`config.mk`:
```
export PLATFORM = sky130hd
export DESIGN_NAME = cmt_timers
export DESIGN_NICKNAME = d
export VERILOG_FILES = /design/src/rtl/cmt_pkg.sv /design/src/rtl/cmt_timer.sv /design/src/rtl/cmt_timers.sv
export SDC_FILE = /design/constraint.sdc
export NUM_CORES = 1
export LEC_CHECK = 0
export BUFFER_PORTS_ARGS = -buffer_cell sky130_fd_sc_hd__buf_2
export CAP_MARGIN = 10
export CELL_PAD_IN_SITES_DETAIL_PLACEMENT = 1
export CELL_PAD_IN_SITES_GLOBAL_PLACEMENT = 1
export CORE_UTILIZATION = 45
export DETAILED_ROUTE_END_ITERATION = 7
export GPL_TIMING_DRIVEN = 0
export PLACE_DENSITY = 0.78
export SLEW_MARGIN = 15
export SYNTH_ARGS = -nofsm -noshare
export SYNTH_HDL_FRONTEND = slang
export SYNTH_HIERARCHICAL = 1
export SYNTH_SLANG_ARGS = --single-unit
```
`constraint.sdc`:
```
create_clock -name MCLK -period 3.25 [get_ports MCLK]
set_clock_uncertainty 0.1 [all_clocks]
set_input_delay 0.65 -clock MCLK [delete_from_list [all_inputs] [get_ports MCLK]]
set_output_delay 0.65 -clock MCLK [all_outputs]
set_load 0.01 [all_outputs]
```
`src/rtl/cmt_pkg.sv`:
```
// Package: register map, field layouts and types of the cycle/macrotick timers
package cmt_pkg;
  localparam logic [7:0]  OFS_TIMER_CONFIG_CONTROL  = 8'h00;
  localparam logic [7:0]  OFS_TIMER_ONE_CYCLE_SETUP = 8'h04;
  localparam logic [7:0]  OFS_TIMER_ONE_MT_VALUE    = 8'h08;
  localparam logic [7:0]  OFS_TIMER_TWO_CONFIG_LOW  = 8'h0c;
  localparam logic [7:0]  OFS_TIMER_TWO_CONFIG_HIGH = 8'h10;
  localparam logic [7:0]  OFS_IRQ_STATUS            = 8'h14;
  localparam logic [7:0]  OFS_IRQ_CLEAR             = 8'h18;
  localparam logic [7:0]  OFS_IRQ_ENABLE            = 8'h1c;

  // timer_config_control fields
  localparam int BIT_T1_TRIGGER  = 0;
  localparam int BIT_T1_STOP     = 1;
  localparam int BIT_T1_REPEAT   = 2;
  localparam int BIT_T2_TRIGGER  = 3;
  localparam int BIT_T2_STOP     = 4;
  localparam int BIT_T2_REPEAT   = 5;
  localparam int BIT_T2_RELATIVE = 6;
  localparam int BIT_T1_RUNNING  = 8;
  localparam int BIT_T2_RUNNING  = 9;
  // Cycle setup: value in [5:0], mask in [13:8]
  localparam int CYC_VAL_LSB = 0;
  localparam int CYC_MSK_LSB = 8;
  localparam int CYC_W       = 6;
  localparam int MT_W        = 16;
  // Interrupt layout
  localparam int IRQ_T1 = 0;
  localparam int IRQ_T2 = 1;
  localparam int IRQ_W  = 2;

  localparam logic [31:0] RST_WORD = 32'h0000_0000;

  typedef struct packed {
    logic [CYC_W-1:0] cyc_mask;
    logic [CYC_W-1:0] cyc_value;
    logic [MT_W-1:0]  mt_value;
  } cmt_abs_cfg_s;

  typedef struct packed {
    logic             mt_start;
    logic [CYC_W-1:0] cycle;
    logic [MT_W-1:0]  macrotick;
    logic             normal;
  } cmt_time_s;
endpackage : cmt_pkg

```
`src/rtl/cmt_timer.sv`:
```
// One timer channel: absolute match or relative 32-bit down counter
module cmt_timer (
  input  wire logic                 clk,
  input  wire logic                 rst,
  input  wire cmt_pkg::cmt_time_s   tb,
  input  wire cmt_pkg::cmt_abs_cfg_s cfg,
  input  wire logic                 relative,
  input  wire logic [31:0]          rel_amount,
  input  wire logic                 repeat_mode,
  input  wire logic                 trigger,
  input  wire logic                 stop,
  output logic                      running,
  output logic                      expire
);
  logic        next_running;
  logic [31:0] down;
  logic [31:0] next_down;
  logic        hit;

  always_comb begin
    next_running = running;
    next_down    = down;
    hit          = 1'b0;
    if (relative) begin
      hit = (down == 32'h0000_0000);
    end else begin
      hit = (((tb.cycle ^ cfg.cyc_value) & cfg.cyc_mask) == '0)
            && (tb.macrotick == cfg.mt_value);
    end
    hit = hit && running && tb.mt_start && tb.normal;
    if (running && tb.mt_start && relative) begin
      next_down = down - 32'h0000_0001;
    end
    if (hit) begin
      next_running = repeat_mode;
      next_down    = rel_amount;  // restart counts from reload
    end
    if (trigger) begin
      next_running = 1'b1;
      next_down    = rel_amount;
    end
    if (stop || !tb.normal) begin
      next_running = 1'b0;
    end
  end

  always_ff @(posedge clk or posedge rst) begin
    if (rst) begin
      running <= 1'b0;
      down    <= 32'h0000_0000;
      expire  <= 1'b0;
    end else begin
      running <= next_running;
      down    <= next_down;
      expire  <= hit;
    end
  end
endmodule // cmt_timer

```
`src/rtl/cmt_timers.sv`:
```
// Top: two protocol-time-base timers with register port and interrupt
module cmt_timers (
  input  wire logic        MCLK,
  input  wire logic        RESET,
  input  wire logic [7:0]  ADDR,
  input  wire logic [31:0] WDATA,
  input  wire logic        WR,
  input  wire logic        RD,
  output logic      [31:0] RDATA,
  input  wire logic        MT_START,
  input  wire logic [5:0]  CYCLE_COUNT,
  input  wire logic [15:0] MACROTICK_COUNT,
  input  wire logic        PROTOCOL_NORMAL,
  output logic             IRQ
);
  // Time base comes from the protocol engine on the same clock
  cmt_pkg::cmt_time_s tb;
  assign tb = '{mt_start: MT_START, cycle: CYCLE_COUNT, macrotick: MACROTICK_COUNT,
                normal: PROTOCOL_NORMAL};

  logic [31:0] timer_config_control;
  logic [31:0] timer_one_cycle_setup;
  logic [31:0] timer_one_mt;
  logic [31:0] timer_two_config_low;
  logic [31:0] timer_two_config_high;
  logic [cmt_pkg::IRQ_W-1:0] protocol_irq_flags_zero;
  logic [cmt_pkg::IRQ_W-1:0] protocol_irq_enables_zero;
  logic [31:0] next_timer_config_control;
  logic [31:0] next_timer_one_cycle_setup;
  logic [31:0] next_timer_one_mt;
  logic [31:0] next_timer_two_config_low;
  logic [31:0] next_timer_two_config_high;
  logic [cmt_pkg::IRQ_W-1:0] next_flags;
  logic [cmt_pkg::IRQ_W-1:0] next_enables;
  logic [31:0] next_rdata;

  logic [cmt_pkg::IRQ_W-1:0] expire;
  logic [cmt_pkg::IRQ_W-1:0] running;
  logic [cmt_pkg::IRQ_W-1:0] trig;
  logic [cmt_pkg::IRQ_W-1:0] stop;
  logic [cmt_pkg::IRQ_W-1:0] rep;
  cmt_pkg::cmt_abs_cfg_s     cfg [cmt_pkg::IRQ_W];
  logic [31:0]               rel_amount;
  logic                      timer_two_relative_select;

  function automatic logic hit_addr(input logic [7:0] a, input logic [7:0] ofs);
    hit_addr = (a == ofs);
  endfunction

  wire logic wr_ctl = WR && hit_addr(ADDR, cmt_pkg::OFS_TIMER_CONFIG_CONTROL);

  // Trigger and stop are self-clearing strobes written into the control word
  assign trig[0] = wr_ctl && WDATA[cmt_pkg::BIT_T1_TRIGGER];
  assign stop[0] = wr_ctl && WDATA[cmt_pkg::BIT_T1_STOP];
  assign trig[1] = wr_ctl && WDATA[cmt_pkg::BIT_T2_TRIGGER];
  assign stop[1] = wr_ctl && WDATA[cmt_pkg::BIT_T2_STOP];
  assign rep[0]  = timer_config_control[cmt_pkg::BIT_T1_REPEAT];
  assign rep[1]  = timer_config_control[cmt_pkg::BIT_T2_REPEAT];
  assign timer_two_relative_select = timer_config_control[cmt_pkg::BIT_T2_RELATIVE];

  assign cfg[0] = '{cyc_mask: timer_one_cycle_setup[cmt_pkg::CYC_MSK_LSB +: cmt_pkg::CYC_W],
                    cyc_value: timer_one_cycle_setup[cmt_pkg::CYC_VAL_LSB +: cmt_pkg::CYC_W],
                    mt_value: timer_one_mt[cmt_pkg::MT_W-1:0]};
  // Absolute timer two: cycle setup in low word, macrotick in high word
  assign cfg[1] = '{cyc_mask: timer_two_config_low[cmt_pkg::CYC_MSK_LSB +: cmt_pkg::CYC_W],
                    cyc_value: timer_two_config_low[cmt_pkg::CYC_VAL_LSB +: cmt_pkg::CYC_W],
                    mt_value: timer_two_config_high[cmt_pkg::MT_W-1:0]};
  assign rel_amount = {timer_two_config_high[15:0], timer_two_config_low[15:0]};

  genvar g;
  generate
    for (g = 0; g < cmt_pkg::IRQ_W; g++) begin : g_tmr
      cmt_timer cmt_timer_i (
        .clk        (MCLK),
        .rst        (RESET),
        .tb         (tb),
        .cfg        (cfg[g]),
        .relative   ((g == 1) ? timer_two_relative_select : 1'b0),
        .rel_amount (rel_amount),
        .repeat_mode(rep[g]),
        .trigger    (trig[g]),
        .stop       (stop[g]),
        .running    (running[g]),
        .expire     (expire[g])
      );
    end
  endgenerate

  // Per-register write selects; control select stays above for the strobes
  // Each register group below has its own next-value and register process
  logic wr_t1_setup;
  logic wr_t1_mt;
  logic wr_t2_low;
  logic wr_t2_high;
  logic wr_clear;
  logic wr_enable;

  assign wr_t1_setup = WR && hit_addr(ADDR, cmt_pkg::OFS_TIMER_ONE_CYCLE_SETUP);
  assign wr_t1_mt    = WR && hit_addr(ADDR, cmt_pkg::OFS_TIMER_ONE_MT_VALUE);
  assign wr_t2_low   = WR && hit_addr(ADDR, cmt_pkg::OFS_TIMER_TWO_CONFIG_LOW);
  assign wr_t2_high  = WR && hit_addr(ADDR, cmt_pkg::OFS_TIMER_TWO_CONFIG_HIGH);
  assign wr_clear    = WR && hit_addr(ADDR, cmt_pkg::OFS_IRQ_CLEAR);
  assign wr_enable   = WR && hit_addr(ADDR, cmt_pkg::OFS_IRQ_ENABLE);

  // Configuration words hold 16 bits; upper bits read back as zero
  function automatic logic [31:0] low_half(input logic [31:0] d);
    low_half = {16'h0000, d[15:0]};
  endfunction

  // Status and enable words share one zero-extended layout
  function automatic logic [31:0] irq_word(input logic [cmt_pkg::IRQ_W-1:0] bits);
    irq_word                     = cmt_pkg::RST_WORD;
    irq_word[cmt_pkg::IRQ_W-1:0] = bits;
  endfunction

  // Only mode bits are stored; trigger and stop act as one-cycle strobes
  always_comb begin
    next_timer_config_control = timer_config_control;
    if (wr_ctl) begin
      next_timer_config_control                           = cmt_pkg::RST_WORD;
      next_timer_config_control[cmt_pkg::BIT_T1_REPEAT]   = WDATA[cmt_pkg::BIT_T1_REPEAT];
      next_timer_config_control[cmt_pkg::BIT_T2_REPEAT]   = WDATA[cmt_pkg::BIT_T2_REPEAT];
      next_timer_config_control[cmt_pkg::BIT_T2_RELATIVE] = WDATA[cmt_pkg::BIT_T2_RELATIVE];
    end
  end

  // Mode bits survive an expiry; only a new control write changes them
  always_ff @(posedge MCLK or posedge RESET) begin
    if (RESET) begin
      timer_config_control <= cmt_pkg::RST_WORD;
    end else begin
      timer_config_control <= next_timer_config_control;
    end
  end

  // Cycle setup keeps value and mask fields only
  always_comb begin
    next_timer_one_cycle_setup = timer_one_cycle_setup;
    if (wr_t1_setup) begin
      next_timer_one_cycle_setup = WDATA & 32'h0000_3f3f;
    end
  end

  always_ff @(posedge MCLK or posedge RESET) begin
    if (RESET) begin
      timer_one_cycle_setup <= cmt_pkg::RST_WORD;
    end else begin
      timer_one_cycle_setup <= next_timer_one_cycle_setup;
    end
  end

  // Timer one macrotick match value
  always_comb begin
    next_timer_one_mt = timer_one_mt;
    if (wr_t1_mt) begin
      next_timer_one_mt = low_half(WDATA);
    end
  end

  always_ff @(posedge MCLK or posedge RESET) begin
    if (RESET) begin
      timer_one_mt <= cmt_pkg::RST_WORD;
    end else begin
      timer_one_mt <= next_timer_one_mt;
    end
  end

  // Timer two low word: cycle setup or low half of relative amount
  always_comb begin
    next_timer_two_config_low = timer_two_config_low;
    if (wr_t2_low) begin
      next_timer_two_config_low = low_half(WDATA);
    end
  end

  always_ff @(posedge MCLK or posedge RESET) begin
    if (RESET) begin
      timer_two_config_low <= cmt_pkg::RST_WORD;
    end else begin
      timer_two_config_low <= next_timer_two_config_low;
    end
  end

  // Timer two high word: macrotick or high half of relative amount
  always_comb begin
    next_timer_two_config_high = timer_two_config_high;
    if (wr_t2_high) begin
      next_timer_two_config_high = low_half(WDATA);
    end
  end

  always_ff @(posedge MCLK or posedge RESET) begin
    if (RESET) begin
      timer_two_config_high <= cmt_pkg::RST_WORD;
    end else begin
      timer_two_config_high <= next_timer_two_config_high;
    end
  end

  // An expiry in the clear cycle wins, so no timer event is lost
  always_comb begin
    next_flags = protocol_irq_flags_zero;
    if (wr_clear) begin
      next_flags = next_flags & ~WDATA[cmt_pkg::IRQ_W-1:0];
    end
    next_flags = next_flags | expire;
  end

  // Flags are sticky until software clears them
  always_ff @(posedge MCLK or posedge RESET) begin
    if (RESET) begin
      protocol_irq_flags_zero <= '0;
    end else begin
      protocol_irq_flags_zero <= next_flags;
    end
  end

  // Enables mask only the request, never the flags
  always_comb begin
    next_enables = protocol_irq_enables_zero;
    if (wr_enable) begin
      next_enables = WDATA[cmt_pkg::IRQ_W-1:0];
    end
  end

  always_ff @(posedge MCLK or posedge RESET) begin
    if (RESET) begin
      protocol_irq_enables_zero <= '0;
    end else begin
      protocol_irq_enables_zero <= next_enables;
    end
  end

  // Running bits are live; strobe bits always read back as zero
  logic [31:0] ctl_view;
  always_comb begin
    ctl_view                          = timer_config_control;
    ctl_view[cmt_pkg::BIT_T1_RUNNING] = running[0];
    ctl_view[cmt_pkg::BIT_T2_RUNNING] = running[1];
  end

  // Read data stand for one cycle only, zero otherwise
  always_comb begin
    next_rdata = cmt_pkg::RST_WORD;
    if (RD) begin
      case (ADDR)
        cmt_pkg::OFS_TIMER_CONFIG_CONTROL: begin
          next_rdata = ctl_view;
        end
        cmt_pkg::OFS_TIMER_ONE_CYCLE_SETUP: begin
          next_rdata = timer_one_cycle_setup;
        end
        cmt_pkg::OFS_TIMER_ONE_MT_VALUE: begin
          next_rdata = timer_one_mt;
        end
        cmt_pkg::OFS_TIMER_TWO_CONFIG_LOW: begin
          next_rdata = timer_two_config_low;
        end
        cmt_pkg::OFS_TIMER_TWO_CONFIG_HIGH: begin
          next_rdata = timer_two_config_high;
        end
        cmt_pkg::OFS_IRQ_STATUS: begin
          next_rdata = irq_word(protocol_irq_flags_zero);
        end
        cmt_pkg::OFS_IRQ_ENABLE: begin
          next_rdata = irq_word(protocol_irq_enables_zero);
        end
        default: begin
          next_rdata = cmt_pkg::RST_WORD;
        end
      endcase
    end
  end

  // Registered read port; the clear register reads as zero
  always_ff @(posedge MCLK or posedge RESET) begin
    if (RESET) begin
      RDATA <= cmt_pkg::RST_WORD;
    end else begin
      RDATA <= next_rdata;
    end
  end

  // Each timer gated by its own enable
  logic [cmt_pkg::IRQ_W-1:0] irq_pending;
  assign irq_pending = protocol_irq_flags_zero & protocol_irq_enables_zero;
  assign IRQ         = |irq_pending;

endmodule // cmt_timers

```
==> impl_metrics.json <==
{
  "diodes": 0,
  "synth_top_area_share_pct": 45.6,
  "vdd_drop_max_v": 0.000352,
  "die_h_um": 138,
  "drt-vias-per-instance": 6.00,
  "synthToLayoutAreaGrowth_pct": 15.9,
  "crit_arrival_ns": 3.11,
  "tns_ns": 0,
  "cts-root-buf": "clkbuf_16",
  "mostFrequentLayoutCells": "dfrtp_1 (151), mux2_2 (92), buf_2 (79)",
  "drt_wl_total_um": 27300,
  "start_kind": "input port",
  "cp_max_fo": 10,
  "cts_tree": "done",
  "cts_num_sinks": 151,
  "post_drt_wl_per_cell_um": 25.1,
  "die_w_um": 138,
  "final_area_sq_um": 9600,
  "place_area_sq_um": 9000,
  "post-route-min-period_ns": 2.87,
  "cap_violations": 0,
  "drc_errors": 0,
  "synth_flop_cell": "dfrtp_1",
  "power.density_nw_per_um2": 460,
  "grt_util_all_layers_pct": 30.7,
  "wl_met2_um": 13300,
  "post-cts-setup-buffers": 0,
  "synth_area_leader_cell": "dfrtp_1",
  "rows": 49,
  "dr.pass1.iters": 7,
  "drv_slew": 0,
  "drive_above_1_share_pct": 31.3,
  "fmax_ghz": 0.348,
  "status": "finished clean",
  "cellLeakagePower_nw": 4.71,
  "hpwl_um": 19900,
  "clock_path_buffers": 2,
  "hp-class": "input port to asynchronous set/reset pin",
  "rsz0062_at_grt": "false",
  "met3_length_um": 1320,
  "ys_seq_area_share_pct": 45.6,
  "wl_met1_um": 11200,
  "syn_area_sq_um": 8280,
  "worstSetupEndpointType": "register",
  "antenna_found_initial": 1,
  "cts_buffers": 17,
  "clkSlewWorstSetupHoldPaths_ns": 0.06,
  "ys_ff_latch": 151,
  "synth_edf_count": 0,
  "fin_nets": 917,
  "start_util_pct": 46.0,
  "relSlewSlack_pct": 48.2,
  "synth.avg_cell_area_sq_um": 11.2,
  "final_common_cell": "dfrtp_1",
  "postCtsResizedCells": 0,
  "criticalPathCategory": "input port to register",
  "max_slew.worst_pin.slew_ns": 0.773,
  "port_buffers": 66,
  "top_layer": "met5",
  "post-route-util_pct": 53.3,
  "core_area_sq_um": 18000,
  "grt_max_degree": 58,
  "yosysWarnings": 6,
  "postRouteAntennaNets": 0,
  "netlist_instances": 742,
  "power_mw": 4.41,
  "period_share_pct": 88.4,
  "synth_cell_types": 61,
  "io_pins": 101,
  "hold_viol_final": 0,
  "grt_pass1_wl_um": 41600,
  "final_cells": 1089,
  "synth_area_leaders": "dfrtp_1 (46%), mux2_2 (13%), xor2_1 (5.5%)",
  "insertion_delay_ns": 0.43,
  "die_area_sq_um": 19000,
  "holdBufCountCts": 0,
  "grt-ovfl-total": 0,
  "initialDrtViolationCount": 498,
  "grt_pass1_vias": 7017,
  "vias": 6536,
  "required_ns": 3.49,
  "async_flop_share_pct": 100,
  "finalWeightedCongestion": 0.955,
  "setup_viol": 0,
  "htree_levels": 4,
  "dp.cells": 1057
}
stage by stage:
stage	setup slack, ns	hold WS (ns)
floorplan	0.363	0.304
global placement	-0.618	0.367
detailed placement	-0.377	0.356
CTS	0.0305	0.155
global route	0.268	0.171
finish	0.378	0.158
path summary, 6_finish.rpt:
path                                                                from                                         to  slack [ns]  cells after the start
min in group MCLK                                              WDATA[15]               timer_one_mt[15]$_DFFE_PP0P_        0.38                      2
worst max-delay path                                             ADDR[2]  g_tmr[0].cmt_timer_i/down[30]$_DFFE_PP0P_        0.38                      8
worst max register to register  g_tmr[1].cmt_timer_i/down[2]$_DFFE_PP0P_  g_tmr[1].cmt_timer_i/down[27]$_DFFE_PP0P_        0.39                      7
worst min register to register     g_tmr[1].cmt_timer_i/expire$_DFF_PP0_       protocol_irq_flags_zero[1]$_DFF_PP0_        0.40                      1
worst min-delay path                                               RESET       timer_two_config_high[1]$_DFFE_PP0P_        0.16                      2
max in group asynchronous                                          RESET   g_tmr[0].cmt_timer_i/down[7]$_DFFE_PP0P_        2.24                      2
kinds of logic after synthesis:
family          after synthesis  share of synthesized area (%)
fa+ha+maj                     2                          0.302
other cells                   1                         0.0453
flops                       151                           45.6
xor+xnor                    101                           10.7
buf+inv                      58                           3.91
simple gates                221                           15.2
mux                         116                           16.6
compound gates               92                           7.57
critical path: stages:
cell	delay [ns]
buf_2	0.12
or3_1	0.36
buf_2	0.17
nor3_2	0.64
and2_1	0.35
clkbuf_1	0.44
o21ai_0	0.24
o211ai_1	0.14
routing by layer:
metal  GRT usage, %  up-vias
li1               -     2868
met1           37.0     3343
met2           51.4      228
met3           6.07       95
met4           17.0        2
met5              0        -
state kept, by name, summed over array words and instances, names as in the netlist:
| signal | flops |
|---|---|
| g_tmr.cmt_timer_i/down | 64 |
| g_tmr.cmt_timer_i/running | 2 |
| protocol_irq_enables_zero | 2 |
| timer_one_cycle_setup | 12 |
| protocol_irq_flags_zero | 2 |
| RDATA | 16 |
| timer_two_config_low | 16 |
| g_tmr.cmt_timer_i/expire | 2 |
| timer_one_mt | 16 |
| timer_two_config_high | 16 |
| timer_config_control | 3 |
power by group:
part / leakage, nW / switching (mW) / internal [mW] / total [mW]
clock network: 0.287 / 0.813 / 1.20 / 2.01
logic: 2.34 / 0.208 / 0.164 / 0.372
registers: 2.08 / 0.102 / 1.93 / 2.03
cell usage after synthesis (all sizes together) (2+ instances only):
master	n
dfrtp	151
mux2	104
nor2	63
xor2	52
xnor2	49
buf	36
nand3	27
nor4	25
nor3	23
a21oi	21
nand2	16
o21ai	16
a22oi	14
or4	14
clkbuf	12
o211ai	12
or3	11
inv	10
nand4	10
or2	10
mux2i	8
and2	5
a22o	4
a32oi	4
mux4	4
a21o	3
and3	3
nand2b	3
nor2b	3
o22a	3
a211oi	2
a222oi	2
ha	2
nand3b	2
nand4b	2
nor3b	2
o21a	2
o22ai	2
o31ai	2
or4b	2
cell type report:
cell class                      count  area (sq um)
Timing Repair Buffer               67           358
Fill cell                        1996          8420
Inverter                           10          40.0
Clock inverter                     10           120
Multi-Input combinational cell    552          4260
Tap cell                          229           287
Clock buffer                       22           474
Buffer                             48           287
Sequential cell                   151          3780
No activity file was read; power rests on OpenSTA's default activity.
